===== src/core/window_decode_defines.vh =====
// constants for the downstream memory window registers and decode
`ifndef WINDOW_DECODE_DEFINES_VH
`define WINDOW_DECODE_DEFINES_VH

// ----------------------------------------
// configuration offsets (byte addresses)
// ----------------------------------------
`define OFS_MEM_BOTTOM 8'h20
`define OFS_MEM_TOP 8'h22
`define OFS_PF_BOTTOM 8'h24
`define OFS_PF_TOP 8'h26
`define OFS_PF_BOTTOM_UPPER 8'h28
`define OFS_PF_TOP_UPPER 8'h2c

// ----------------------------------------
// field layout and reset values
// ----------------------------------------
`define FIELD_HI 15
`define FIELD_LO 4
`define NIBBLE_HI 3
`define MEM_NIBBLE 4'h0
`define WIDE_ADDR_NIBBLE 4'h1
`define RST_MEM_REG 16'h0000
`define RST_PF_REG 16'h0001
`define RST_UPPER 32'h0000_0000
`define LOW_ZERO 20'h00000
`define LOW_ONES 20'hfffff

`endif


===== src/core/window_field_reg.v =====
// one 16-bit window register: 12 writable bits over a fixed low nibble
`timescale 1ns/10ps
`default_nettype none
`include "window_decode_defines.vh"

module window_field_reg #(
   parameter [3:0] NIBBLE = 4'h0
) (
   input wire sys_clk,
   input wire reset,
   input wire wr_en,
   input wire [1:0] wr_be,
   input wire [15:0] wr_data,
   output wire [15:0] value,
   output wire [11:0] field
);

   reg [11:0] field_r;

   always @(posedge sys_clk)
   begin
      if (reset)
         field_r <= 12'h000;
      else if (wr_en)
      begin
         // low nibble of byte 0 never stored
         if (wr_be[0])
            field_r[3:0] <= wr_data[7:4];
         if (wr_be[1])
            field_r[11:4] <= wr_data[15:8];
      end
   end

   assign field = field_r;
   assign value = {field_r, NIBBLE}; // RULE4 RULE8 RULE13
endmodule // window_field_reg

`default_nettype wire


===== src/core/window_range_match.v =====
// inclusive 64-bit range compare with empty-window guard
`timescale 1ns/10ps
`default_nettype none

module window_range_match (
   input wire [63:0] addr,
   input wire [63:0] bottom,
   input wire [63:0] top,
   output wire hit
);

   // base above limit disables the window entirely
   assign hit = (bottom <= top) && (addr >= bottom) && (addr <= top); // RULE12
endmodule // window_range_match

`default_nettype wire


===== src/core/downstream_mem_window_decode.v =====
// downstream port memory window registers and forwarding decode
// ----------------------------------------
// Overview of operation
// RULE1 - forward memory requests downstream only when address lies inside a window
// RULE2 - memory bottom field bits 15:4 give address 31:20, low 20 bits zero
// RULE3 - memory top field bits 15:4 give address 31:20, low 20 bits ones
// RULE4 - memory bottom and top low nibble reads as zero, not writable
// RULE5 - memory bottom and top registers reset to zero
// RULE6 - prefetch bottom field bits 15:4 give address 31:20, low bits zero
// RULE7 - prefetch top field bits 15:4 give address 31:20, low bits ones
// RULE8 - prefetch low nibble read-only one, wide address support; resets to one
// RULE9 - prefetch bottom address bits 63:32 come from upper bottom register
// RULE10 - prefetch top address bits 63:32 come from upper top register
// RULE11 - upper bottom at 28h, upper top at 2Ch, 32-bit read/write, reset zero
// RULE12 - compare inclusive; bottom above top matches nothing
// RULE13 - writes to read-only low nibbles are ignored
// ----------------------------------------
`timescale 1ns/10ps
`default_nettype none
`include "window_decode_defines.vh"

module downstream_mem_window_decode (
   input wire sys_clk,
   input wire reset,
   input wire cfg_wr,
   input wire cfg_rd,
   input wire [7:0] cfg_addr,
   input wire [3:0] cfg_be,
   input wire [31:0] cfg_wdata,
   output reg [31:0] cfg_rdata,
   output reg cfg_rvalid,
   input wire req_valid,
   input wire req_is_mem,
   input wire [63:0] req_addr,
   output reg fwd_valid,
   output reg fwd_downstream,
   output reg fwd_hit_mem,
   output reg fwd_hit_pf
);

   // ----------------------------------------
   // configuration writes
   // ----------------------------------------
   // dword-aligned access: 20h holds bottom/top in lanes 0-1 / 2-3
   wire [7:0] dw_addr = {cfg_addr[7:2], 2'b00};
   wire wr_mem = cfg_wr && (dw_addr == `OFS_MEM_BOTTOM);
   wire wr_pf = cfg_wr && (dw_addr == `OFS_PF_BOTTOM);
   wire wr_pf_up_lo = cfg_wr && (dw_addr == `OFS_PF_BOTTOM_UPPER);
   wire wr_pf_up_hi = cfg_wr && (dw_addr == `OFS_PF_TOP_UPPER);

   wire [15:0] mem_bottom_val;
   wire [15:0] mem_top_val;
   wire [15:0] pf_bottom_val;
   wire [15:0] pf_top_val;
   wire [11:0] mem_window_low_field;
   wire [11:0] mem_window_high_field;
   wire [11:0] pf_window_low_field;
   wire [11:0] pf_window_high_field;

   window_field_reg #(.NIBBLE(`MEM_NIBBLE)) u_mem_bottom (
      .sys_clk(sys_clk),
      .reset(reset), // RULE5
      .wr_en(wr_mem),
      .wr_be(cfg_be[1:0]),
      .wr_data(cfg_wdata[15:0]),
      .value(mem_bottom_val),
      .field(mem_window_low_field)
   );

   window_field_reg #(.NIBBLE(`MEM_NIBBLE)) u_mem_top (
      .sys_clk(sys_clk),
      .reset(reset), // RULE5
      .wr_en(wr_mem),
      .wr_be(cfg_be[3:2]),
      .wr_data(cfg_wdata[31:16]),
      .value(mem_top_val),
      .field(mem_window_high_field)
   );

   window_field_reg #(.NIBBLE(`WIDE_ADDR_NIBBLE)) u_pf_bottom (
      .sys_clk(sys_clk),
      .reset(reset), // RULE8
      .wr_en(wr_pf),
      .wr_be(cfg_be[1:0]),
      .wr_data(cfg_wdata[15:0]),
      .value(pf_bottom_val),
      .field(pf_window_low_field)
   );

   window_field_reg #(.NIBBLE(`WIDE_ADDR_NIBBLE)) u_pf_top (
      .sys_clk(sys_clk),
      .reset(reset), // RULE8
      .wr_en(wr_pf),
      .wr_be(cfg_be[3:2]),
      .wr_data(cfg_wdata[31:16]),
      .value(pf_top_val),
      .field(pf_window_high_field)
   );

   // ----------------------------------------
   // upper 32 bits of the prefetch window
   // ----------------------------------------
   reg [31:0] pf_bottom_upper_r;
   reg [31:0] pf_top_upper_r;

   genvar g;
   generate
      for (g = 0; g < 4; g = g + 1)
      begin : g_upper_lane
         always @(posedge sys_clk)
         begin
            if (reset)
            begin
               pf_bottom_upper_r[g*8 +: 8] <= 8'h00; // RULE11
               pf_top_upper_r[g*8 +: 8] <= 8'h00; // RULE11
            end
            else
            begin
               if (wr_pf_up_lo && cfg_be[g])
                  pf_bottom_upper_r[g*8 +: 8] <= cfg_wdata[g*8 +: 8]; // RULE11
               if (wr_pf_up_hi && cfg_be[g])
                  pf_top_upper_r[g*8 +: 8] <= cfg_wdata[g*8 +: 8]; // RULE11
            end
         end
      end
   endgenerate

   // ----------------------------------------
   // configuration reads
   // ----------------------------------------
   reg [31:0] rdata_nxt;

   always @*
   begin
      case (dw_addr)
         `OFS_MEM_BOTTOM: rdata_nxt = {mem_top_val, mem_bottom_val}; // RULE4
         `OFS_PF_BOTTOM: rdata_nxt = {pf_top_val, pf_bottom_val}; // RULE8
         `OFS_PF_BOTTOM_UPPER: rdata_nxt = pf_bottom_upper_r;
         `OFS_PF_TOP_UPPER: rdata_nxt = pf_top_upper_r;
         // other offsets belong to neighbouring header logic
         default: rdata_nxt = 32'h0000_0000;
      endcase
   end

   always @(posedge sys_clk)
   begin
      if (reset)
      begin
         cfg_rdata <= 32'h0000_0000;
         cfg_rvalid <= 1'b0;
      end
      else
      begin
         cfg_rvalid <= cfg_rd;
         if (cfg_rd)
            cfg_rdata <= rdata_nxt;
      end
   end

   // ----------------------------------------
   // window limits as full addresses
   // ----------------------------------------
   wire [63:0] mem_bottom_addr = {32'h0000_0000, mem_window_low_field, `LOW_ZERO}; // RULE2
   wire [63:0] mem_top_addr = {32'h0000_0000, mem_window_high_field, `LOW_ONES}; // RULE3
   wire [63:0] pf_bottom_addr = {pf_bottom_upper_r, pf_window_low_field, `LOW_ZERO}; // RULE6 RULE9
   wire [63:0] pf_top_addr = {pf_top_upper_r, pf_window_high_field, `LOW_ONES}; // RULE7 RULE10

   wire hit_mem;
   wire hit_pf;

   window_range_match u_mem_match (
      .addr(req_addr),
      .bottom(mem_bottom_addr),
      .top(mem_top_addr),
      .hit(hit_mem)
   );

   window_range_match u_pf_match (
      .addr(req_addr),
      .bottom(pf_bottom_addr),
      .top(pf_top_addr),
      .hit(hit_pf)
   );

   // ----------------------------------------
   // forwarding decision
   // ----------------------------------------
   // registered so every output leaves a flop; costs one cycle of latency
   always @(posedge sys_clk)
   begin
      if (reset)
      begin
         fwd_valid <= 1'b0;
         fwd_downstream <= 1'b0;
         fwd_hit_mem <= 1'b0;
         fwd_hit_pf <= 1'b0;
      end
      else
      begin
         fwd_valid <= req_valid;
         fwd_hit_mem <= req_valid && req_is_mem && hit_mem;
         fwd_hit_pf <= req_valid && req_is_mem && hit_pf;
         fwd_downstream <= req_valid && req_is_mem && (hit_mem || hit_pf); // RULE1
      end
   end

endmodule // downstream_mem_window_decode

`default_nettype wire


===== config.mk =====
export PLATFORM = sky130hd
export DESIGN_NAME = downstream_mem_window_decode
export DESIGN_NICKNAME = d
export VERILOG_FILES = /design/src/core/window_field_reg.v /design/src/core/window_range_match.v /design/src/core/downstream_mem_window_decode.v
export VERILOG_INCLUDE_DIRS = /design/src /design/src/core
export SDC_FILE = /design/constraint.sdc
export NUM_CORES = 1
export LEC_CHECK = 0
export BUFFER_PORTS_ARGS = -buffer_cell sky130_fd_sc_hd__clkbuf_2
export CAP_MARGIN = 5
export CORE_MARGIN = 1.5
export CORE_UTILIZATION = 30
export DETAILED_ROUTE_END_ITERATION = 7
export SLEW_MARGIN = 25
export SYNTH_ARGS = -nofsm -noshare
export SYNTH_HDL_FRONTEND = slang
export SYNTH_SLANG_ARGS = --single-unit
export TNS_END_PERCENT = 10

===== constraint.sdc =====
create_clock -name sys_clk -period 3.3 [get_ports sys_clk]
set_clock_uncertainty 0.2 [all_clocks]
set_input_delay 0.66 -clock sys_clk [delete_from_list [all_inputs] [get_ports sys_clk]]
set_output_delay 0.66 -clock sys_clk [all_outputs]
set_load 0.05 [all_outputs]

==> Flow_metrics.wiki, run 1 <==
{| class="wikitable"
! Metric !! Value
|-
| Post-place instance area || 11,400 um2
|-
| Number of vias per cell || about 5.0
|-
| Clock sink total || 149
|-
| Total routing resource utilization after global routing || 18.0%
|-
| Number of buffers created by CTS || 17
|-
| Sequential-to-total area share from yosys stat || approximately 29%
|-
| Overall overflow remaining after global route || 0
|-
| Cell types with the largest area share after synthesis || sky130_fd_sc_hd__dfxtp_1 29%, sky130_fd_sc_hd__ha_1 21%, sky130_fd_sc_hd__mux2i_1 11%, sky130_fd_sc_hd__nor2_1 6.1%, sky130_fd_sc_hd__mux4_2 5.3%
|-
| Initial cell density of the core || 30.3%
|-
| Critical Path AT || 2890 ps
|-
| DR pass1 iterations || 8
|-
| Register area || approximately 3000 um2
|-
| Signed area change from the synthesized netlist to the final layout || 19.2%
|-
| Clk_lat worst skew || 440 ps
|-
| Number of buffers added for setup after CTS || 0
|-
| Final-report max-slew violation count || 0
|-
| Pin slew with the least headroom to its limit || 734 ps
|-
| Overall power || 4.33 mW
|-
| Power share of the clock group || 47.4%
|-
| Clock input transition at the sequential cells of the worst setup and hold paths || 60 ps
|-
| Pleak || 4.79 nW
|-
| Count of routing violations after the opening detailed-route iteration || 502
|-
| Max-capacitance violation count || 0
|-
| Final HPWL from detailed placement || 25.2 mm
|-
| Sequential cell fraction of total power || roughly two fifths
|-
| Share of Yosys cell area claimed by the top area cell type || 29.5%
|-
| Diode count || 0
|-
| Most area-hungry cell type in the Yosys netlist || sky130_fd_sc_hd__dfxtp_1
|-
| Height of the die || roughly 190 um
|-
| Vias in the first global route || 8,486
|-
| Net load switching power || roughly 1.1 mW
|-
| Clock root buffer || sky130_fd_sc_hd__clkbuf_16
|-
| Worst Path Class, Setup || reg2reg
|-
| Number of antenna violations at the first check in global routing || 1
|-
| Number of distinct library cell variants in the gate-level netlist after synthesis || 53
|-
| Final Setup Violations || 0
|-
| Required @ worst endpoint || 3480 ps
|-
| Die Area || 34,800 um2
|-
| RSZ-0062 raised after global routing || no
|-
| First-pass GRT wire length || 48.2 mm
|-
| Worst setup slack after layout || 590 ps
|-
| Share of flip-flops with an asynchronous set or reset || 0%
|-
| Syn. warnings || 0
|-
| Final Hold Fails || 0
|-
| CTS tree || done
|-
| Summed negative setup slack over all endpoints || 0 ps
|-
| Worst hold-check path type || in2reg
|-
| Layout Cell Area excl Fill || 12,100 um2
|-
| Syn_nets || 1,405
|-
| DR DRC count || 0
|-
| H-tree levels || 4
|-
| Aggregate routed wire length || 31.3 mm
|-
| Total of cells resized after clock tree synthesis || 0
|-
| Row count || 67
|-
| Via count || 8,732
|-
| Critical Path End Type || flip-flop
|-
| Detail-routed net length per standard cell || 18.0 um
|-
| Max_slew headroom || 51.1%
|-
| Dpl ws || 191 ps
|-
| Die W || 187 um
|-
| Tmin final || 2710 ps
|-
| Synthesized instance count || 1,125
|-
| Remaining antenna violation count after routing || 0
|-
| Logic pwr share || 10.7%
|-
| Maximum VDD drop || 0.000356 V
|-
| Number of hold-repair buffers added at the cts stage || 0
|-
| Number of buffers on the longest clock path || 2
|-
| Final Cycle Share || 82.1%
|-
| Fin nets || 1,560
|-
| Share of total power consumed by net switching || between 20% and 30%
|-
| Highest net fanout along the worst path || 4
|-
| Placed cell count || 1,709
|-
| Area of the placeable core || 33,400 um2
|-
| Post-synth design cell area || 10,100 um2
|-
| Setup crit start kind || flip-flop
|-
| Count of input and output buffers || 148
|-
| Largest net degree at the start of global routing || 66
|-
| Maximum clock frequency || 369 MHz
|-
| Number of filler cells placed in the layout || 3,476
|-
| Min-delay src || cfg_wdata[18]
|-
| Cell-internal power || around 3.2 mW
|-
| Number of synthesized flops with an enable pin || 0
|-
| Pwr dens || 359 nW/um2
|-
| Beginning of the worst register-to-register path || pf_top_addr[62]$_SDFFE_PP0P_
|-
| Mean Syn Cell Area || 9.00 um2
|-
| Share of cells above drive strength 1 || 18.5%
|-
| GP Congestion || slightly below 0.9
|-
| Cell Count, Final, Fillers Out || roughly 1,700
|-
| Outcome || completed
|-
| Number of top-level design ports || 151
|-
| Total area of multi-input combinational cells || between 6000 and 7000 um2
|-
| Predominant post-synthesis flop cell || sky130_fd_sc_hd__dfxtp_1
|-
| Number of storage elements in the synthesis netlist || 149
|-
| Start point of the critical path || pf_top_addr[62]$_SDFFE_PP0P_
|-
| R2r setup slk || between 500 and 600 ps
|}
==> critical path, stage by stage (launching register included) <==
cell and delay, ps:
sky130_fd_sc_hd__dfxtp_1 380, sky130_fd_sc_hd__inv_1 90, sky130_fd_sc_hd__ha_1 320, sky130_fd_sc_hd__nand4_1 180, sky130_fd_sc_hd__nor4_1 470, sky130_fd_sc_hd__buf_4 200
sky130_fd_sc_hd__nand4_1 70, sky130_fd_sc_hd__o31ai_1 210, sky130_fd_sc_hd__o211ai_1 120, sky130_fd_sc_hd__nor2_1 250, sky130_fd_sc_hd__or2_1 150
==> cells by family after synthesis <==
family	count (synthesis)	share of synthesized area [%]
AOI/OAI and AO/OA	181	11.2
DFF	149	29.5
and+or+nand+nor	345	16.9
muxes	136	16.4
buffers and inverters	148	5.51
adders and majority gates	166	20.5
==> synth_stat cells (all sizes together) (6+ instances only) <==
cell	n
a221oi	6
nand2	45
o21ai	24
a21o	30
nand4	34
buf	6
nor3	6
mux2i	112
nand3	14
a211oi	10
nor2b	31
clkbuf	24
nor4	17
mux4	24
inv	118
dfxtp	149
a21oi	80
a22oi	7
ha	166
nor2	178
==> through the flow <==
stage	utilization, %	hold slack (ps)
finish	36.2	281
CTS	36.2	266
detailed placement	34.3	272
global placement	34.3	261
global route	36.2	277
floorplan	-	278
==> state kept, by name, summed over array words and instances, names as in the netlist <==
signal and count:
u_mem_top.field 12, u_pf_bottom.field 12, pf_bottom_addr 32, fwd_hit_pf 1, pf_top_addr 32, fwd_valid 1, fwd_hit_mem 1, cfg_rdata 32
u_pf_top.field 12, fwd_downstream 1, cfg_rvalid 1, u_mem_bottom.field 12
==> per-layer routing <==
metal  part of all wire, %  track usage [%]  up-vias
met3                   6.1             4.08       39
met5                 0.042                0        -
li1                      -                -     4326
met1                    46             24.2     4127
met2                    46             28.8      238
met4                   1.9             4.96        2
==> layout by cell type, fill, tap and decap left out, drive strengths merged, types with 2 or more instances in the layout <==
master    synthesis  final
a211oi           10     10
a21o             30     30
a21oi            80     80
a221o             2      2
a221oi            6      6
a22oi             7      7
a31oi             2      2
and4              2      2
buf               6     19
bufinv            0      3
clkbuf           24    169
clkinv            0      2
clkinvlp          0      4
dfxtp           149    149
ha              166    166
inv             118    119
mux2i           112    112
mux4             24     24
nand2            45     45
nand2b            5      5
nand3            14     14
nand4            34     34
nor2            178    178
nor2b            31     31
nor3              6      6
nor4             17     17
nor4b             2      2
o211ai            5      5
o21a              4      4
o21ai            24     24
o31ai             4      4
or4               2      2
or4b              2      2
==> cell type report <==
type,instances,area share (%)
timing repair buffer,166,7.28
tap,448,4.65
sequential,149,24.7
multi-input combinational,828,54.5
clock buffer,22,3.93
clock inverter,10,1.21
inverter,118,3.67
==> path summary, 6_finish.rpt <==
check	endpoint	cells after the start
max reg2reg	fwd_downstream$_SDFF_PP0_	10
min	pf_bottom_addr[50]$_SDFFE_PP0P_	3
min reg2reg	cfg_rdata[16]$_SDFFE_PP0P_	2
max	fwd_downstream$_SDFF_PP0_	10
==> power by group through the flow <==
| stage | Sequential, mW | Clock [mW] | Combinational (mW) |
|---|---|---|---|
| after floorplan | 1.87 | 0 | 0.236 |
| after global placement | 1.85 | 0 | 0.450 |
| after detailed placement | 1.85 | 0 | 0.463 |
| after CTS | 1.81 | 2.08 | 0.465 |
| after global routing | 1.81 | 2.15 | 0.518 |
| final | 1.81 | 2.05 | 0.465 |
Note: power is estimated with default switching activity, not from simulation.
==> inputs of run 2 (changes only) <==
Settings changed: ABC_AREA set to 1.
Clock period 3.3 ns to 2.5 ns, I/O delays scaled along.
==> run 2 against run 1 <==
- sequential power increased by 32%
- power increased by 31%
- core utilization decreased by 0.15 points
- fmax increased by 23%
- non-clock buffer count decreased by 2
- count of clock-buffer cells in the layout decreased by 3
- first-iteration DRC count increased by 34%
- synthesized cell count increased by 22%
- final cell count increased by 13%
- final area decreased by 1.9%
- via count increased by 11%
- register-to-register slack got worse by 290 ps
- critical path type unchanged
- largest cell class unchanged
==> Flow_metrics.wiki, run 2 <==
{| class="wikitable"
! Metric !! Value
|-
| Outcome || completed (unchanged)
|-
| Clk_lat worst skew || 440 ps (about the same)
|-
| First-pass GRT wire length || 50.4 mm (was 48.2 mm)
|-
| Power share of the clock group || 46.2% (was 47.4%)
|-
| Clock input transition at the sequential cells of the worst setup and hold paths || 70 ps (was 60 ps)
|-
| Logic pwr share || 11.7% (was 10.7%)
|-
| Worst hold-check path type || in2reg (unchanged)
|-
| Share of total power consumed by net switching || 27.1% (was 25.1%)
|-
| Most frequently used cell type in the post-synthesis netlist || sky130_fd_sc_hd__nand2_1 (was sky130_fd_sc_hd__ha_1)
|-
| Total of cells resized after clock tree synthesis || 0 (unchanged)
|-
| Summed negative setup slack over all endpoints || 0 ps (unchanged)
|-
| Placed cell count || 1,939 (was 1,709)
|-
| Via count || 9,700 (was 8,732)
|-
| Fin nets || 1,796 (was 1,560)
|-
| Share of flip-flops with an asynchronous set or reset || 0% (unchanged)
|-
| Final Cycle Share || 88.0% (was 82.1%)
|-
| GP Congestion || 0.886 (was 0.879)
|-
| Count of input and output buffers || 148 (unchanged)
|-
| Register-to-Register Path Depth || 13 (was 10)
|-
| Number of top-level design ports || 151 (unchanged)
|-
| Pwr dens || 479 nW/um2 (was 359 nW/um2)
|-
| Total area of multi-input combinational cells || 6180 um2 (was 6580 um2)
|-
| Die Area || 34,800 um2 (about the same)
|-
| Pin slew with the least headroom to its limit || 558 ps (was 734 ps)
|-
| Height of the die || 186 um (was 187 um)
|-
| Tmin final || 2200 ps (was 2710 ps)
|-
| Worst Path Class, Setup || reg2reg (unchanged)
|-
| Number of storage elements in the synthesis netlist || 149 (unchanged)
|-
| DR DRC count || 0 (unchanged)
|-
| RSZ-0062 raised after global routing || no (unchanged)
|-
| Predominant post-synthesis flop cell || sky130_fd_sc_hd__dfxtp_1 (unchanged)
|-
| Cells on Worst Hold Path || 3 (unchanged)
|-
| Cell Count, Final, Fillers Out || 1,971 (was 1,741)
|-
| Min-delay src || cfg_wdata[17] (was cfg_wdata[18])
|-
| Final HPWL from detailed placement || 26.0 mm (was 25.2 mm)
|-
| Worst hold path endpoint || pf_top_addr[49]$_SDFFE_PP0P_ (was pf_bottom_addr[50]$_SDFFE_PP0P_)
|-
| Synth top cells by count || 229 x sky130_fd_sc_hd__nand2_1, 208 x sky130_fd_sc_hd__a21oi_1, 172 x sky130_fd_sc_hd__inv_1 (was 166 x sky130_fd_sc_hd__ha_1, 164 x sky130_fd_sc_hd__nor2_1, 149 x sky130_fd_sc_hd__dfxtp_1)
|-
| Final Hold Fails || 0 (unchanged)
|-
| Required @ worst endpoint || 2630 ps (was 3480 ps)
|-
| Beginning of the worst register-to-register path || pf_top_addr[63]$_SDFFE_PP0P_ (was pf_top_addr[62]$_SDFFE_PP0P_)
|-
| Mean Syn Cell Area || 7.33 um2 (was 9.00 um2)
|-
| Number of buffers on the longest clock path || 2 (unchanged)
|-
| Max_slew headroom || 62.4% (was 51.1%)
|-
| Aggregate routed wire length || 32.6 mm (was 31.3 mm)
|-
| Number of antenna violations at the first check in global routing || 2 (was 1)
|-
| Cell-internal power || 4.13 mW (was 3.24 mW)
|-
| Pleak || 5.05 nW (was 4.79 nW)
|-
| Maximum clock frequency || 455 MHz (was 369 MHz)
|-
| Count of routing violations after the opening detailed-route iteration || 674 (was 502)
|-
| Sequential-to-total area share from yosys stat || 29.6% (was 29.5%)
|-
| Register area || 2980 um2 (unchanged)
|-
| Start point of the critical path || pf_top_addr[63]$_SDFFE_PP0P_ (was pf_top_addr[62]$_SDFFE_PP0P_)
|-
| Number of hold-repair buffers added at the cts stage || 0 (unchanged)
|-
| Post-Route Utilization || 36.0% (was 36.2%)
|-
| Row count || 66 (was 67)
|-
| Capture instance of the worst register-to-register path || fwd_downstream$_SDFF_PP0_ (unchanged)
|-
| Maximum VDD drop || 0.000316 V (was 0.000356 V)
|-
| Number of buffers created by CTS || 17 (unchanged)
|-
| Commonest non-fill, non-tap cells in the layout || 229 x sky130_fd_sc_hd__nand2_1, 208 x sky130_fd_sc_hd__a21oi_1, 172 x sky130_fd_sc_hd__inv_1, 166 x sky130_fd_sc_hd__ha_1, 149 x sky130_fd_sc_hd__dfxtp_1 (was 166 x sky130_fd_sc_hd__ha_1, 164 x sky130_fd_sc_hd__nor2_1, 149 x sky130_fd_sc_hd__dfxtp_1, 147 x sky130_fd_sc_hd__clkbuf_2, 118 x sky130_fd_sc_hd__inv_1)
|-
| Number of distinct library cell variants in the gate-level netlist after synthesis || 37 (was 53)
|-
| Post-synth design cell area || 10,100 um2 (about the same)
|-
| Number of filler cells placed in the layout || 3,550 (was 3,476)
|-
| Synthesized instance count || 1,377 (was 1,125)
|-
| Setup crit start kind || flip-flop (unchanged)
|-
| Overall power || 5.67 mW (was 4.33 mW)
|-
| Net load switching power || 1.53 mW (was 1.09 mW)
|-
| Max-capacitance violation count || 0 (unchanged)
|-
| Final Setup Violations || 0 (unchanged)
|-
| Clock root buffer || sky130_fd_sc_hd__clkbuf_16 (unchanged)
|-
| Most area-hungry cell type in the Yosys netlist || sky130_fd_sc_hd__dfxtp_1 (unchanged)
|-
| Highest net fanout along the worst path || 4 (unchanged)
|-
| CTS tree || done (unchanged)
|-
| Area of the placeable core || 32,900 um2 (was 33,400 um2)
|-
| Sequential cell fraction of total power || 42.1% (was 41.9%)
|-
| DR pass1 iterations || 5 (was 8)
|-
| Share of cells above drive strength 1 || 14.5% (was 18.5%)
|-
| Syn_nets || 1,657 (was 1,405)
|-
| H-tree levels || 4 (unchanged)
|-
| Detail-routed net length per standard cell || 16.5 um (was 18.0 um)
|-
| Number of vias per cell || 4.92 (was 5.02)
|-
| Die W || 186 um (was 187 um)
|-
| Leading cell type in the layout, fill and taps excluded || sky130_fd_sc_hd__nand2_1 (was sky130_fd_sc_hd__ha_1)
|-
| Vias in the first global route || 9,060 (was 8,486)
|-
| Share of Yosys cell area claimed by the top area cell type || 29.6% (was 29.5%)
|-
| Number of buffers added for setup after CTS || 0 (unchanged)
|-
| Syn. warnings || 0 (unchanged)
|-
| Number of synthesized flops with an enable pin || 0 (unchanged)
|-
| Largest net degree at the start of global routing || 113 (was 66)
|-
| Remaining antenna violation count after routing || 0 (unchanged)
|-
| Signed area change from the synthesized netlist to the final layout || 17.3% (was 19.2%)
|-
| Overall overflow remaining after global route || 0 (unchanged)
|-
| Cell types with the largest area share after synthesis || sky130_fd_sc_hd__dfxtp_1 30%, sky130_fd_sc_hd__ha_1 21%, sky130_fd_sc_hd__a21oi_1 10%, sky130_fd_sc_hd__nand2_1 8.5%, sky130_fd_sc_hd__inv_1 6.4% (was sky130_fd_sc_hd__dfxtp_1 29%, sky130_fd_sc_hd__ha_1 21%, sky130_fd_sc_hd__mux2i_1 11%, sky130_fd_sc_hd__nor2_1 6.1%, sky130_fd_sc_hd__mux4_2 5.3%)
|-
| Initial cell density of the core || 30.7% (was 30.3%)
|-
| Critical Path End Type || flip-flop (unchanged)
|-
| Critical Path AT || 2330 ps (was 2890 ps)
|-
| R2r setup slk || 300 ps (was 590 ps)
|-
| Clock sink total || 149 (unchanged)
|-
| Final-report max-slew violation count || 0 (unchanged)
|-
| Total routing resource utilization after global routing || 18.6% (was 18.0%)
|-
| Diode count || 0 (unchanged)
|}
==> run 2: cell count changes after synthesis, sizes merged, moves of 10 or more <==
| cell | previous run | this run |
|---|---|---|
| o21ai | 24 | 151 |
| nor2 | 178 | 101 |
| a21oi | 80 | 208 |
| o22ai | 1 | 53 |
| nand3 | 14 | 24 |
| nor2b | 31 | 0 |
| mux4 | 24 | 0 |
| mux2i | 112 | 0 |
| nor4 | 17 | 1 |
| buf | 6 | 24 |
| inv | 118 | 175 |
| nand2 | 45 | 241 |
| a21o | 30 | 5 |
==> run 2: power groups by stage <==
stage                     combinational, mW  sequential [mW]  clock, mW
after global placement                0.639             2.44          0
after CTS                             0.659             2.39       2.68
after global routing                  0.753             2.39       2.76
after floorplan                       0.358             2.45          0
after detailed placement              0.655             2.44          0
final                                 0.662             2.39       2.62
==> run 2: area by class of cell <==
type	instances	area share (%)
multi-input combinational	1009	52.2
tap	442	4.67
timing repair buffer	164	7.38
clock inverter	13	1.27
sequential	149	25.2
inverter	175	5.55
clock buffer	19	3.74
==> run 2: worst max path at each step <==
stage / to / slack [ps]
after floorplan: fwd_downstream$_SDFF_PP0_ / 650
after global placement: fwd_downstream$_SDFF_PP0_ / 200
after detailed placement: fwd_downstream$_SDFF_PP0_ / 160
after CTS: fwd_downstream$_SDFF_PP0_ / 320
after global routing: fwd_downstream$_SDFF_PP0_ / 160
final: fwd_downstream$_SDFF_PP0_ / 300
==> run 2: cell families after synthesis <==
kind of cell               after synthesis  synth area share [%]
AOI/OAI and AO/OA                      431                  22.6
and+or+nand+nor                        412                  18.1
buffers and inverters                  219                  9.24
adders and majority gates              166                  20.6
DFF                                    149                  29.6
==> run 2: stage by stage <==
step | setup slack (ps) | hold slack, ps | cell area, um2
5_1_grt | 163 | 165 | 11800
6_report | 301 | 162 | 11800
4_1_cts | 321 | 150 | 11800
3_3_place_gp | 197 | 256 | 11200
3_5_place_dp | 163 | 255 | 11200
2_1_floorplan | 654 | 256 | 10100
==> run 2: critical path: stages, from the launching register on <==
cell and delay, ps:
sky130_fd_sc_hd__dfxtp_1 320, sky130_fd_sc_hd__inv_1 90, sky130_fd_sc_hd__ha_1 330, sky130_fd_sc_hd__nand2_1 60, sky130_fd_sc_hd__nor2_1 220, sky130_fd_sc_hd__nand2_1 110, sky130_fd_sc_hd__nor2_1 260, sky130_fd_sc_hd__nand2_1 80
sky130_fd_sc_hd__nor2_1 120, sky130_fd_sc_hd__nor2_1 50, sky130_fd_sc_hd__nand2_1 60, sky130_fd_sc_hd__nor2_1 40, sky130_fd_sc_hd__nand3_1 110, sky130_fd_sc_hd__nand2_1 60
==> run 2: routing by layer <==
layer  wire length [um]  track usage [%]  vias up  share of wire (%)
li1                   -                -     4996                  -
met1              15200             24.5     4401                 47
met2              14900             30.3      260                 46
met3               1690             3.87       39                5.2
met4                699             6.16        4                2.1
met5                 27                0        -              0.083
